===== src/common/lmw_pkg.sv =====
// shared types and constants for the three-transceiver LIN mode, wake and fault control
package lmw_pkg;
	// ==========================================================
	// transceiver modes (two-bit mode field codes)
	typedef enum logic [1:0] {
		LMW_OFF    = 2'h0,
		LMW_WAKE   = 2'h1,
		LMW_RXONLY = 2'h2,
		LMW_NORMAL = 2'h3
	} lmw_mode_t;

	// chip operating modes as seen by this block
	typedef enum logic [2:0] {
		LMW_CHIP_NORMAL   = 3'h0,
		LMW_CHIP_STOP     = 3'h1,
		LMW_CHIP_SLEEP    = 3'h2,
		LMW_CHIP_RESTART  = 3'h3,
		LMW_CHIP_FAILSAFE = 3'h4
	} lmw_chip_t;

	// wake detector states
	typedef enum logic [1:0] {
		LMW_WK_IDLE,
		LMW_WK_DOM,
		LMW_WK_LONG,
		LMW_WK_DONE
	} lmw_wk_state_t;

	// ==========================================================
	// geometry
	localparam int LMW_NUM_XCVR = 3;
	localparam int LMW_FIFO_W   = 4;
	localparam int LMW_FIFO_D   = 8;

	// ==========================================================
	// timing: clock at 40 MHz
	localparam int LMW_CLK_KHZ         = 40000;
	localparam int LMW_WAKE_FILT_US    = 30;   // filter window is 30 to 150 us
	localparam int LMW_WAKE_FILT_MAX_US = 150;
	localparam int LMW_WAKE_FILT_CYC   = LMW_WAKE_FILT_US * LMW_CLK_KHZ / 1000;
	localparam int LMW_ENABLE_TIME_US  = 10;   // transmitter enabling time, plain default
	localparam int LMW_ENABLE_CYC      = LMW_ENABLE_TIME_US * LMW_CLK_KHZ / 1000;
	localparam int LMW_DOM_TO_MS       = 12;   // dominant time-out, plain default
	localparam int LMW_DOM_TO_CYC      = LMW_DOM_TO_MS * LMW_CLK_KHZ;
	localparam int LMW_CNT_W           = 20;

	// ==========================================================
	// reset values
	localparam logic LMW_RST_LOW_SLOPE = 1'b0;
	localparam logic LMW_RST_FLASH     = 1'b0;

	// record pushed into the event fifo: index of the lowest transceiver with an event, wake and fail ORed over all three
	typedef struct packed {
		logic [1:0] idx;
		logic       wake;
		logic       fail;
	} lmw_event_t;
endpackage


===== src/logic/lmw_fifo.sv =====
// parameterised valid/ready fifo for the transceiver event records
`timescale 1ns/1ps
module lmw_fifo #(
	parameter int WIDTH = 4,
	parameter int DEPTH = 8
) (
	// clock and reset
	input  wire logic             clk_i,
	input  wire logic             reset_n_i,
	// fill side
	input  wire logic             in_valid_i,
	input  wire logic [WIDTH-1:0] in_data_i,
	output logic                  in_ready_o,
	// drain side
	output logic                  out_valid_o,
	output logic [WIDTH-1:0]      out_data_o,
	input  wire logic             out_ready_i
);
	localparam int AW = $clog2(DEPTH);

	logic [WIDTH-1:0] mem_ff [DEPTH];
	logic [AW-1:0]    wr_ff;
	logic [AW-1:0]    rd_ff;
	logic [AW:0]      cnt_ff;
	wire              do_wr = in_valid_i && in_ready_o;
	wire              do_rd = out_valid_o && out_ready_i;

	// honest flags from the occupancy count
	assign in_ready_o  = (cnt_ff != (AW+1)'(DEPTH));
	assign out_valid_o = (cnt_ff != '0);
	assign out_data_o  = mem_ff[rd_ff];

	// storage has no reset, only pointers and count do
	always_ff @(posedge clk_i) begin
		if (do_wr) begin
			mem_ff[wr_ff] <= in_data_i;
		end
	end

	// pointer and count update
	always_ff @(posedge clk_i or negedge reset_n_i) begin
		if (!reset_n_i) begin
			wr_ff  <= '0;
			rd_ff  <= '0;
			cnt_ff <= '0;
		end else begin
			if (do_wr) wr_ff <= AW'(wr_ff + 1'b1);
			if (do_rd) rd_ff <= AW'(rd_ff + 1'b1);
			cnt_ff <= (AW+1)'(cnt_ff + do_wr - do_rd);
		end
	end
endmodule


===== src/logic/lmw_ctrl.sv =====
// mode, wake and fault control for three LIN transceivers
`timescale 1ns/1ps
module lmw_ctrl
	import lmw_pkg::*;
#(
	parameter int DOM_TO_CYC = LMW_DOM_TO_CYC
) (
	// clock and reset
	input  wire logic                    clk_i,
	input  wire logic                    reset_n_i,
	// chip mode and supply
	input  wire lmw_chip_t               chip_mode_i,
	input  wire logic                    chip_mode_write_i,
	input  wire logic                    supply_uv_i,
	input  wire logic                    watchdog_disabled_i,
	input  wire logic                    watchdog_on_bus_wake_i,
	// spi-side configuration
	input  wire logic                    spi_cs_n_i,
	input  wire logic                    mode_write_i,
	input  wire logic [5:0]              mode_wdata_i,
	input  wire logic                    low_slope_wdata_i,
	input  wire logic                    flash_wdata_i,
	input  wire logic                    opt_write_i,
	input  wire logic                    transmit_timeout_enable_i,
	input  wire logic [2:0]              fail_clear_i,
	input  wire logic                    wake_source_clear_i,
	// microcontroller and bus pins
	input  wire logic [2:0]              lin_transmit_in_i,
	input  wire logic [2:0]              bus_level_i,
	output logic      [2:0]              lin_receive_out_o,
	output logic      [2:0]              bus_drive_low_o,
	// status and requests
	output logic      [5:0]              mode_fields_o,
	output logic      [2:0]              failure_flags_o,
	output logic                         wake_source_status_o,
	output logic                         interrupt_o,
	output logic                         restart_request_o,
	output logic                         watchdog_enable_o,
	output logic                         low_slope_select_o,
	output logic                         slope_off_o,
	// event stream
	output logic                         event_valid_o,
	output logic [LMW_FIFO_W-1:0]        event_data_o,
	input  wire logic                    event_ready_i
);
	// ==========================================================
	// input synchronisers for pins from outside
	logic [2:0] tx_s1_ff, tx_s2_ff, bus_s1_ff, bus_s2_ff, uv_s;
	logic       uv_s1_ff, uv_s2_ff, cs_s1_ff, cs_s2_ff, cs_d_ff;

	// two flops on every pin before use
	always_ff @(posedge clk_i or negedge reset_n_i) begin
		if (!reset_n_i) begin
			tx_s1_ff  <= 3'h7;
			tx_s2_ff  <= 3'h7;
			bus_s1_ff <= 3'h7;
			bus_s2_ff <= 3'h7;
			uv_s1_ff  <= 1'b0;
			uv_s2_ff  <= 1'b0;
			cs_s1_ff  <= 1'b1;
			cs_s2_ff  <= 1'b1;
			cs_d_ff   <= 1'b1;
		end else begin
			tx_s1_ff  <= lin_transmit_in_i;
			tx_s2_ff  <= tx_s1_ff;
			bus_s1_ff <= bus_level_i;
			bus_s2_ff <= bus_s1_ff;
			uv_s1_ff  <= supply_uv_i;
			uv_s2_ff  <= uv_s1_ff;
			cs_s1_ff  <= spi_cs_n_i;
			cs_s2_ff  <= cs_s1_ff;
			cs_d_ff   <= cs_s2_ff;
		end
	end

	// ==========================================================
	// shared options
	wire cs_rise     = cs_s2_ff && !cs_d_ff;
	wire chip_normal = (chip_mode_i == LMW_CHIP_NORMAL);
	wire chip_stop   = (chip_mode_i == LMW_CHIP_STOP);
	wire chip_sleep  = (chip_mode_i == LMW_CHIP_SLEEP);
	wire chip_fs     = (chip_mode_i == LMW_CHIP_FAILSAFE);
	// stop commanded again also rearms, so a write counts, not only a change
	wire rearm_all   = chip_mode_write_i && (chip_stop || chip_sleep || chip_fs);
	logic low_slope_ff, flash_ff, pend_ls_ff, pend_fl_ff, to_en_ff;
	assign uv_s = {3{uv_s2_ff}};

	// slope bits stage on write in chip normal only, apply on select rise
	always_ff @(posedge clk_i or negedge reset_n_i) begin
		if (!reset_n_i) begin
			low_slope_ff <= LMW_RST_LOW_SLOPE;
			flash_ff     <= LMW_RST_FLASH;
			pend_ls_ff   <= LMW_RST_LOW_SLOPE;
			pend_fl_ff   <= LMW_RST_FLASH;
			to_en_ff     <= 1'b1;
		end else begin
			if (opt_write_i && chip_normal) begin
				pend_ls_ff <= low_slope_wdata_i;
				pend_fl_ff <= flash_wdata_i;
			end
			if (opt_write_i) to_en_ff <= transmit_timeout_enable_i;
			if (cs_rise) begin
				low_slope_ff <= pend_ls_ff;
				flash_ff     <= pend_fl_ff;
			end
		end
	end

	// ==========================================================
	// per-transceiver logic
	logic [2:0] wake_ev, fail_ev, drive_n, rx_n;
	lmw_mode_t  mode_ff [LMW_NUM_XCVR];

	genvar gi;
	generate
		for (gi = 0; gi < LMW_NUM_XCVR; gi++) begin : g_x
			lmw_wk_state_t   wk_ff;
			logic            woken_ff, armed_ff, en_done_ff, hold_ff, txto_ff;
			logic [LMW_CNT_W-1:0] en_cnt_ff, wk_cnt_ff, txc_ff, busc_ff;
			lmw_mode_t       req;
			logic            req_ok;
			wire             tx_dom   = !tx_s2_ff[gi];
			wire             bus_dom  = !bus_s2_ff[gi];
			wire             is_norm  = (mode_ff[gi] == LMW_NORMAL);
			wire             is_rx    = (mode_ff[gi] == LMW_RXONLY);
			wire             is_wake  = (mode_ff[gi] == LMW_WAKE);
			wire             tx_to    = to_en_ff && (txc_ff >= LMW_CNT_W'(DOM_TO_CYC));
			wire             bus_to   = (busc_ff >= LMW_CNT_W'(DOM_TO_CYC));
			wire             mode_chg = mode_write_i && (req != mode_ff[gi]) && req_ok;

			// legality of the requested mode in the current chip mode
			assign req    = lmw_mode_t'(mode_wdata_i[2*gi +: 2]);
			assign req_ok = (req == LMW_OFF)
				|| (req == LMW_NORMAL && chip_normal)
				|| (req == LMW_RXONLY && (chip_normal || chip_stop))
				|| (req == LMW_WAKE && !chip_fs);

			// mode field: starts off, fail-safe forces wake capable
			always_ff @(posedge clk_i or negedge reset_n_i) begin
				if (!reset_n_i) begin
					mode_ff[gi] <= LMW_OFF;
				end else if (chip_fs) begin
					mode_ff[gi] <= LMW_WAKE;
				end else if (mode_write_i && req_ok) begin
					mode_ff[gi] <= req; // woken state leaves the code at wake
				end
			end

			// enabling time and first-edge gate after entering normal
			always_ff @(posedge clk_i or negedge reset_n_i) begin
				if (!reset_n_i) begin
					en_cnt_ff  <= '0;
					en_done_ff <= 1'b0;
					hold_ff    <= 1'b1;
				end else if (!is_norm) begin
					en_cnt_ff  <= '0;
					en_done_ff <= 1'b0;
					hold_ff    <= 1'b1;
				end else if (!en_done_ff) begin
					en_cnt_ff  <= LMW_CNT_W'(en_cnt_ff + 1'b1);
					en_done_ff <= (en_cnt_ff >= LMW_CNT_W'(LMW_ENABLE_CYC - 1));
				end else if (!tx_dom) begin
					hold_ff <= 1'b0; // dominant stays blocked until input went high
				end
			end

			// transmit and bus dominant timers
			always_ff @(posedge clk_i or negedge reset_n_i) begin
				if (!reset_n_i) begin
					txc_ff  <= '0;
					busc_ff <= '0;
					txto_ff <= 1'b0;
				end else begin
					txc_ff  <= (tx_dom && !tx_to) ? LMW_CNT_W'(txc_ff + 1'b1) :
						(tx_dom ? txc_ff : '0);
					busc_ff <= (bus_dom && (is_norm || is_rx) && !bus_to) ?
						LMW_CNT_W'(busc_ff + 1'b1) : ((bus_dom && (is_norm || is_rx)) ? busc_ff : '0);
					txto_ff <= tx_dom && (txto_ff || tx_to); // released on rise
				end
			end

			// wake detector: fall, dominant past filter, rise
			always_ff @(posedge clk_i or negedge reset_n_i) begin
				if (!reset_n_i) begin
					wk_ff     <= LMW_WK_IDLE;
					wk_cnt_ff <= '0;
					woken_ff  <= 1'b0;
					armed_ff  <= 1'b1;
				end else if (!is_wake || mode_chg || rearm_all) begin
					wk_ff     <= LMW_WK_IDLE; // off ignores bus
					wk_cnt_ff <= '0;
					woken_ff  <= 1'b0;
					armed_ff  <= 1'b1;
				end else begin
					case (wk_ff)
						LMW_WK_IDLE: begin
							wk_cnt_ff <= '0;
							if (!bus_dom) wk_ff <= LMW_WK_DOM; // need recessive first
						end
						LMW_WK_DOM: begin
							wk_cnt_ff <= '0;
							if (bus_dom && armed_ff) wk_ff <= LMW_WK_LONG;
						end
						LMW_WK_LONG: begin
							if (!bus_dom) begin
								wk_ff <= (wk_cnt_ff >= LMW_CNT_W'(LMW_WAKE_FILT_CYC)) ?
									LMW_WK_DONE : LMW_WK_DOM;
							end else if (wk_cnt_ff < LMW_CNT_W'(LMW_WAKE_FILT_CYC)) begin
								wk_cnt_ff <= LMW_CNT_W'(wk_cnt_ff + 1'b1);
							end
						end
						LMW_WK_DONE: begin
							woken_ff <= 1'b1;
							armed_ff <= 1'b0;
							wk_ff    <= LMW_WK_IDLE;
						end
						default: wk_ff <= LMW_WK_IDLE;
					endcase
				end
			end

			// per-transceiver combinational results
			assign wake_ev[gi] = (wk_ff == LMW_WK_DONE);
			assign fail_ev[gi] = tx_to || bus_to;
			// driver only in normal, enabled, past first edge, no time-out, no undervoltage
			assign drive_n[gi] = is_norm && en_done_ff && !hold_ff && !txto_ff && !tx_to
				&& !uv_s[gi] && tx_dom;
			// receive path: off shows recessive, wake pulls low after wake
			assign rx_n[gi] = (is_norm || is_rx) ? bus_dom : (is_wake && woken_ff);
		end
	endgenerate

	// ==========================================================
	// shared status and chip-level wake effects
	logic [2:0] fail_ff;
	logic       wsrc_ff;
	wire        any_wake   = |wake_ev;
	wire        wake_irq   = any_wake && (chip_stop || chip_normal);
	wire        wake_rst   = any_wake && (chip_sleep || chip_fs);
	wire        wd_on      = any_wake && chip_stop && watchdog_disabled_i
		&& watchdog_on_bus_wake_i;
	wire        fifo_ready;
	wire        ev_push    = any_wake || (|(fail_ev & ~fail_ff));
	wire lmw_event_t ev_rec = '{idx: (wake_ev[0] | fail_ev[0]) ? 2'h0 :
		((wake_ev[1] | fail_ev[1]) ? 2'h1 : 2'h2), wake: any_wake, fail: |fail_ev};

	// flags: a set in the clearing cycle wins
	always_ff @(posedge clk_i or negedge reset_n_i) begin
		if (!reset_n_i) begin
			fail_ff              <= 3'h0;
			wsrc_ff              <= 1'b0;
			interrupt_o          <= 1'b0;
			restart_request_o    <= 1'b0;
			watchdog_enable_o    <= 1'b0;
			lin_receive_out_o    <= 3'h7;
			bus_drive_low_o      <= 3'h0;
			mode_fields_o        <= 6'h0;
			failure_flags_o      <= 3'h0;
			wake_source_status_o <= 1'b0;
			low_slope_select_o   <= LMW_RST_LOW_SLOPE;
			slope_off_o          <= LMW_RST_FLASH;
		end else begin
			fail_ff <= (fail_ff & ~fail_clear_i) | fail_ev;
			wsrc_ff <= (wsrc_ff && !wake_source_clear_i) || any_wake;
			interrupt_o          <= wake_irq;
			restart_request_o    <= wake_rst;
			watchdog_enable_o    <= watchdog_enable_o || wd_on;
			lin_receive_out_o    <= ~rx_n;
			bus_drive_low_o      <= drive_n;
			mode_fields_o        <= {mode_ff[2], mode_ff[1], mode_ff[0]};
			failure_flags_o      <= (fail_ff & ~fail_clear_i) | fail_ev;
			wake_source_status_o <= (wsrc_ff && !wake_source_clear_i) || any_wake;
			low_slope_select_o   <= low_slope_ff;
			slope_off_o          <= flash_ff;
		end
	end

	// ==========================================================
	// event stream; events are dropped when the fifo is full
	lmw_fifo #(
		.WIDTH (LMW_FIFO_W),
		.DEPTH (LMW_FIFO_D)
	) u_fifo (
		.clk_i       (clk_i),
		.reset_n_i   (reset_n_i),
		.in_valid_i  (ev_push),
		.in_data_i   (ev_rec),
		.in_ready_o  (fifo_ready),
		.out_valid_o (event_valid_o),
		.out_data_o  (event_data_o),
		.out_ready_i (event_ready_i)
	);
endmodule


===== config.mk =====
export PLATFORM = sky130hd
export DESIGN_NAME = lmw_ctrl
export DESIGN_NICKNAME = d
export VERILOG_FILES = /design/src/common/lmw_pkg.sv /design/src/logic/lmw_fifo.sv /design/src/logic/lmw_ctrl.sv
export SDC_FILE = /design/constraint.sdc
export NUM_CORES = 1
export LEC_CHECK = 0
export BUFFER_PORTS_ARGS = -buffer_cell sky130_fd_sc_hd__buf_2
export CAP_MARGIN = 25
export CORE_ASPECT_RATIO = 0.75
export CORE_MARGIN = 1.5
export CORE_UTILIZATION = 30
export DETAILED_ROUTE_END_ITERATION = 8
export PLACE_DENSITY_LB_ADDON = 0.3
export SYNTH_ARGS = -nofsm -noshare
export SYNTH_HDL_FRONTEND = slang
export SYNTH_SLANG_ARGS = --single-unit
export TNS_END_PERCENT = 30

===== constraint.sdc =====
create_clock -name clk_i -period 3.7 [get_ports clk_i]
set_input_delay 0.555 -clock clk_i [delete_from_list [all_inputs] [get_ports clk_i]]
set_output_delay 0.555 -clock clk_i [all_outputs]
set_load 0.01 [all_outputs]

Yosys cells after proc, flatten, opt, wreduce, memory -nomap -nowiden
Memory sizes are Yosys's and may differ from the RTL's. Cells that the tools add are included.

Bits in registers: 320. Bits in latches: 0. RAM bits: 32. Memory bits (read-only): 0. Input port bits: 32. Output and inout port bits: 26. Word-level logic and storage cells: 408. Memories: 1.

Memory list: u_fifo.mem_ff (words 8, bits a word 4, read ports 1, clocked after Yosys merged registers in 0, write ports 1, line lmw_fifo.sv:21) `logic [WIDTH-1:0] mem_ff [DEPTH];`.

$add $sub $neg: 16. Multipliers: 0. Divide/modulo/power cells: 0. Order comparisons: 15. Eq/ne operators: 61. Shift-type cells: 0. Multiplexer cells: 88. Bitwise operators: 8. Reduce and logical (&&, ||, !) cells: 159.

Operators with widths (number): $mux W20 (27); $add A20 B1 Y20 const B (12); $ge A20 B19 Y1 const B (6); $pmux W20 S2 (3); $logic_and A1 B1 Y1 (68); $ge A20 B11 Y1 const B (3); $ge A20 B9 Y1 const B (3); $lt A20 B11 Y1 const B (3); $mux W2 (23); $ne A3 B3 Y1 const B (15); $eq A2 B2 Y1 const B (18); $mux W1 (32); $logic_or A1 B1 Y1 (31); $logic_not A1 Y1 (25); $ne A2 B2 Y1 const B (12); $pmux W2 S4 (3); $eq A2 B1 Y1 const B (9); $reduce_and A3 Y1 (6); $reduce_bool A2 Y1 (9); $logic_not A2 Y1 (6); $not A3 Y3 (3); $reduce_bool A3 Y1 (3); $reduce_or A3 Y1 (3); $add A3 B1 Y3 const B (2); other kinds (14) (22).

Logic depth before layout (Yosys ltp)
Depth in word-level cells: 10. Depth in mapped cells: 12. Gate-level depth less buffers: 11.

Cells and area by module
A second synthesis with hierarchy kept.

Cell total of the unflattened synthesis: 1613. Area total of the unflattened synthesis: 16891.2 um2.

By module, submodules not included: lmw_ctrl (instances 1, cells an instance 1511, area an instance 15070.7 um2, seq. area each 7788.7 um2); lmw_fifo (instances 1, cells an instance 102, area an instance 1820.5 um2, seq. area each 1211.2 um2).

Least setup slack after synthesis
No wires, ideal clock.

Path kind: reg-to-reg. From: reg g_x[0].busc_ff[9]. To: reg u_fifo.cnt_ff[1]. Setup time: 64 ps. Data arrival time: 2690 ps. Data required time: 3636 ps. Path slack: 946 ps. Cell stages (with the launch flop): 12. Path buffers: 1. Period minus slack after synthesis: 2754 ps. Cells stage by stage: dfrtp_1 a211o_1 a2111o_1 a22oi_2 o21ai_2 o31ai_2 buf_4 inv_1 ha_1 inv_1 fa_1 inv_1.

Cells in the longest elaborated chain, start to end: 8.

RTL lines: start, declared (line lmw_ctrl.sv:119) `logic [LMW_CNT_W-1:0] en_cnt_ff, wk_cnt_ff, txc_ff, busc_ff;`; start signal, assigned (line lmw_ctrl.sv:176) `busc_ff <= (bus_dom && (is_norm || is_rx) && !bus_to) ?`; $ge A20 B19 Y1 (line lmw_ctrl.sv:128) `wire bus_to = (busc_ff >= LMW_CNT_W'(DOM_TO_CYC));`; $logic_or A1 B1 Y1 (line lmw_ctrl.sv:224) `assign fail_ev[gi] = tx_to || bus_to;`; $and A3 B3 Y3 (line lmw_ctrl.sv:243) `wire ev_push = any_wake || (|(fail_ev & ~fail_ff));`; $reduce_or A3 Y1 (line lmw_ctrl.sv:243); $logic_or A1 B1 Y1 (line lmw_ctrl.sv:243); $logic_and A1 B1 Y1 (line lmw_fifo.sv:25) `wire do_wr = in_valid_i && in_ready_o;`; net u_fifo.do_wr (line lmw_fifo.sv:25); $add A4 B1 Y4 (line lmw_fifo.sv:49) `cnt_ff <= (AW+1)'(cnt_ff + do_wr - do_rd);`; $sub A4 B1 Y4 (line lmw_fifo.sv:49); end signal, assigned (line lmw_fifo.sv:49); end, declared (line lmw_fifo.sv:24) `logic [AW:0] cnt_ff;`.

The timed path passes the listed nets, and every way through them passes these cells. A chain may end at the register's enable or synchronous reset.

Final worst setup path
From: reg to_en_ff. To: mem u_fifo.mem_ff[4][1] (enable).

Cells in the longest elaborated chain, start to end: 8. Elaborated cells between the ends (all ways): 12. Classes of those cells: 2 x mux; 1 x bitwise; 9 x reduce/logical.

RTL lines: start, declared (line lmw_ctrl.sv:85) `logic low_slope_ff, flash_ff, pend_ls_ff, pend_fl_ff, to_en_ff;`; start signal, assigned (line lmw_ctrl.sv:101) `if (opt_write_i) to_en_ff <= transmit_timeout_enable_i;`; $logic_and A1 B1 Y1 (line lmw_ctrl.sv:127) `wire tx_to = to_en_ff && (txc_ff >= LMW_CNT_W'(DOM_TO_CYC));`; $logic_or A1 B1 Y1 (line lmw_ctrl.sv:224); $and A3 B3 Y3 * (line lmw_ctrl.sv:243); $reduce_or A3 Y1 * (line lmw_ctrl.sv:243); $logic_or A1 B1 Y1 * (line lmw_ctrl.sv:243); $logic_and A1 B1 Y1 * (line lmw_fifo.sv:25); $mux W1 * (line lmw_fifo.sv:35) `if (do_wr) begin`; $mux W1 (implied by the code) * (line lmw_fifo.sv:36) `mem_ff[wr_ff] <= in_data_i;`; end, declared (line lmw_fifo.sv:21).

Mark *: on every way between the ends. The rest lies on a longest branch, timed or not.

==> results.toml <==
[run_status]
status = "complete, no violations"

[detailed_routing]
ant_nets = 0
vias = 11300
drc = 0
drtIter0Drc = 678
wl_um = 34500
wl_per_cell_um = 14.5
first_pass_iters = 5
drt-vias-per-instance = 4.76

[placement]
numPortBuffers = 57
dp_hpwl_um = 23900
dp.cells = 2305
gp_congestion = 0.792

[synthesis]
yosysUniqueCellTypes = 70
yosys_warnings = 0
synth_seq_cells = 352
synthTopCellsByCount = "dfrtp_1, nor2_1, nand2_1"
yosys.area.top_type_share_pct = 45.3
ys.flop_type = "dfrtp_1"
syn_area_per_cell_um2 = 10.5
synth_area_um2 = 16300
synth.top_cells.by_area = "dfrtp_1, edfxtp_1, nor2_1"
synth.most_common_cell = "dfrtp_1"
async_flop_share_pct = 90.9
seq_area_frac_synth_pct = 55.2
yosys.area.top_type = "dfrtp_1"
synthCells = 1557
synth_edf_count = 32
syn_nets = 1619

[clock_network]
clkTransAtPathRegs_ps = 60
clock-sinks = 352
cts_max_level = 2
insertion_delay_ps = 530
post_cts_buffers = 0
cts_hold_buffers = 0
cts_tree = "yes"
clock_path_buffers = 3
numCtsBuffers = 38
root_buffer = "clkbuf_16"
cts_resized = 0

[layout]
utilization_pct = 35.3
drive_gt1_share_pct = 11.8
antennaDiodeCount = 0
layout.nets = 1695
finalNonFillerCells = 2374
areaGrowthSynthToFinish_pct = 15.7

[setup_path]
r2r_start = "to_en_ff"
rr_worst_depth = 6
critPathCaptureType = "register"
start_kind = "register"
critical_path_class = "register to register"
cp_max_fo = 10
crit_end = "u_fifo.mem_ff[4][1]"
arrival_ps = 3000
rr_endpoint = "u_fifo.mem_ff[4][1]"
crit_required_ps = 3860
startpoint = "to_en_ff"
rrSetupSlack_ps = 850

[power_and_ir_drop]
seq_power_share_pct = 46.7
clockPowerShare_pct = 45.3
p_per_area_nw_per_um2 = 480
combPwrFrac_pct = 8.0
power.leakage_nw = 7.87
p_sw_share_pct = 23.8
ir_drop_v = 0.000290
p_switching_mw = 2.15
p_int_mw = 6.90

[timing]
hold_viol = 0
fin_crit_sh_pct = 76.9
finalCriticalPeriod_ps = 2850
worstMarginPinSlew_ps = 912
clock_skew_ps = 13.5
max_freq_mhz = 351
rsz0062_at_grt = "no"
timing.final.max_slew_violations = 0
setup_violations = 0
relSlewSlack_pct = 39.1
finalSetupTns_ps = 0

[floorplan]
core_area_um2 = 53300
ios = 58
core.rowCount = 73
initial_core_util_pct = 30.5
die_y_um = 205
die_x_um = 272
die-area_um2 = 55700

[grt]
grt_pass1_vias = 11000
grt_pass1_wl_um = 57800
antenna_found_initial = 0
grt_max_degree = 109
overflow = 0
grt_usage_pct = 12.7

[min_path]
hp-class = "input port to async pin"

[run]
maxCapViolations = 0
## flip-flops by register name, indices dropped and copies added, names as in the netlist, 4 cells and up
name and count:
u_fifo.cnt_ff 4, mode_ff 6, g_x.busc_ff 60, g_x.txc_ff 60, u_fifo.mem_ff 32, g_x.en_cnt_ff 60, g_x.wk_cnt_ff 60, mode_fields_o 6
g_x.wk_ff 6
## power by group through the flow
| stage | sequential [mW] | combinational [mW] | clock (mW) |
|---|---|---|---|
| 3_3_place_gp | 4.30 | 0.727 | 0 |
| 6_report | 4.23 | 0.726 | 4.10 |
| 3_5_place_dp | 4.30 | 0.743 | 0 |
| 2_1_floorplan | 4.20 | 0.529 | 0 |
| 4_1_cts | 4.23 | 0.749 | 4.24 |
| 5_1_grt | 4.25 | 0.836 | 4.38 |
## kinds of logic after synthesis
family,after synthesis,share of synthesized area (%)
simple gates,668,20.3
flops,352,55.2
compound gates,212,8.56
xor+xnor,161,8.66
buf+inv,108,2.58
fa+ha+maj,30,2.35
mux,26,2.30
## final cells by class
type / count / area, um2
fill: 5361 / 34500
sequential: 352 / 9000
multi-input combinational: 1097 / 6880
clock buffer: 55 / 1130
tap: 712 / 891
timing repair buffer: 74 / 473
inverter: 70 / 263
clock inverter: 14 / 225
## critical path, stage by stage (launching register included)
cell and delay [ps]:
dfstp_2 570, nor2b_1 340, nand2_1 290, a21oi_1 290, o31ai_2 120, buf_4 190
nor4_1 690
## routing by layer
metal  global-route usage, %  share of wire [%]  up-vias
met2                    18.7                 42      151
met5                       0                  0        -
met4                    3.27                1.7        0
met1                    18.9                 53     5530
met3                    2.60                4.1       47
li1                        -                  -     5575
## placed cells by master, fill, tap and decap left out, drive strengths merged, types with 8 or more instances in the layout
cell and instances:
xnor2 68, o21a 8, nor4 20, edfxtp 32, mux2 11, o21ai 54
dfrtp 295, nor2 221, and4 17, nand4 38, nor2b 16, a21o 11
a211oi 10, or3 35, inv 71, nor3 36, ha 29, nand2b 9
buf 74, and2 27, nand2 113, nand3 73, dfstp 25, clkbuf 55
xor2 93, and3 44, mux4 8, a31oi 8, a21oi 72
## worst min path at each step
stage                               startpoint                  to  cells past startpoint
final                                reset_n_i  g_x[1].busc_ff[16]                      1
after global routing            bus_level_i[0]        bus_s1_ff[0]                      1
after CTS                 lin_transmit_in_i[2]         tx_s1_ff[2]                      1
after detailed placement          bus_s1_ff[1]        bus_s2_ff[1]                      0
after global placement                cs_s1_ff            cs_s2_ff                      0
after floorplan                      reset_n_i  bus_drive_low_o[0]                      0
## per-stage QoR
stage,setup slack [ps],cell area (um2),hold WS [ps],power [mW]
2_1_floorplan,946,16300,259,4.73
3_5_place_dp,849,17500,349,5.04
5_1_grt,609,18900,91.8,9.47
3_3_place_gp,887,17500,346,5.02
4_1_cts,844,18900,85.1,9.22
6_report,854,18900,91.3,9.05
Note: power is estimated with default switching activity, not from simulation.
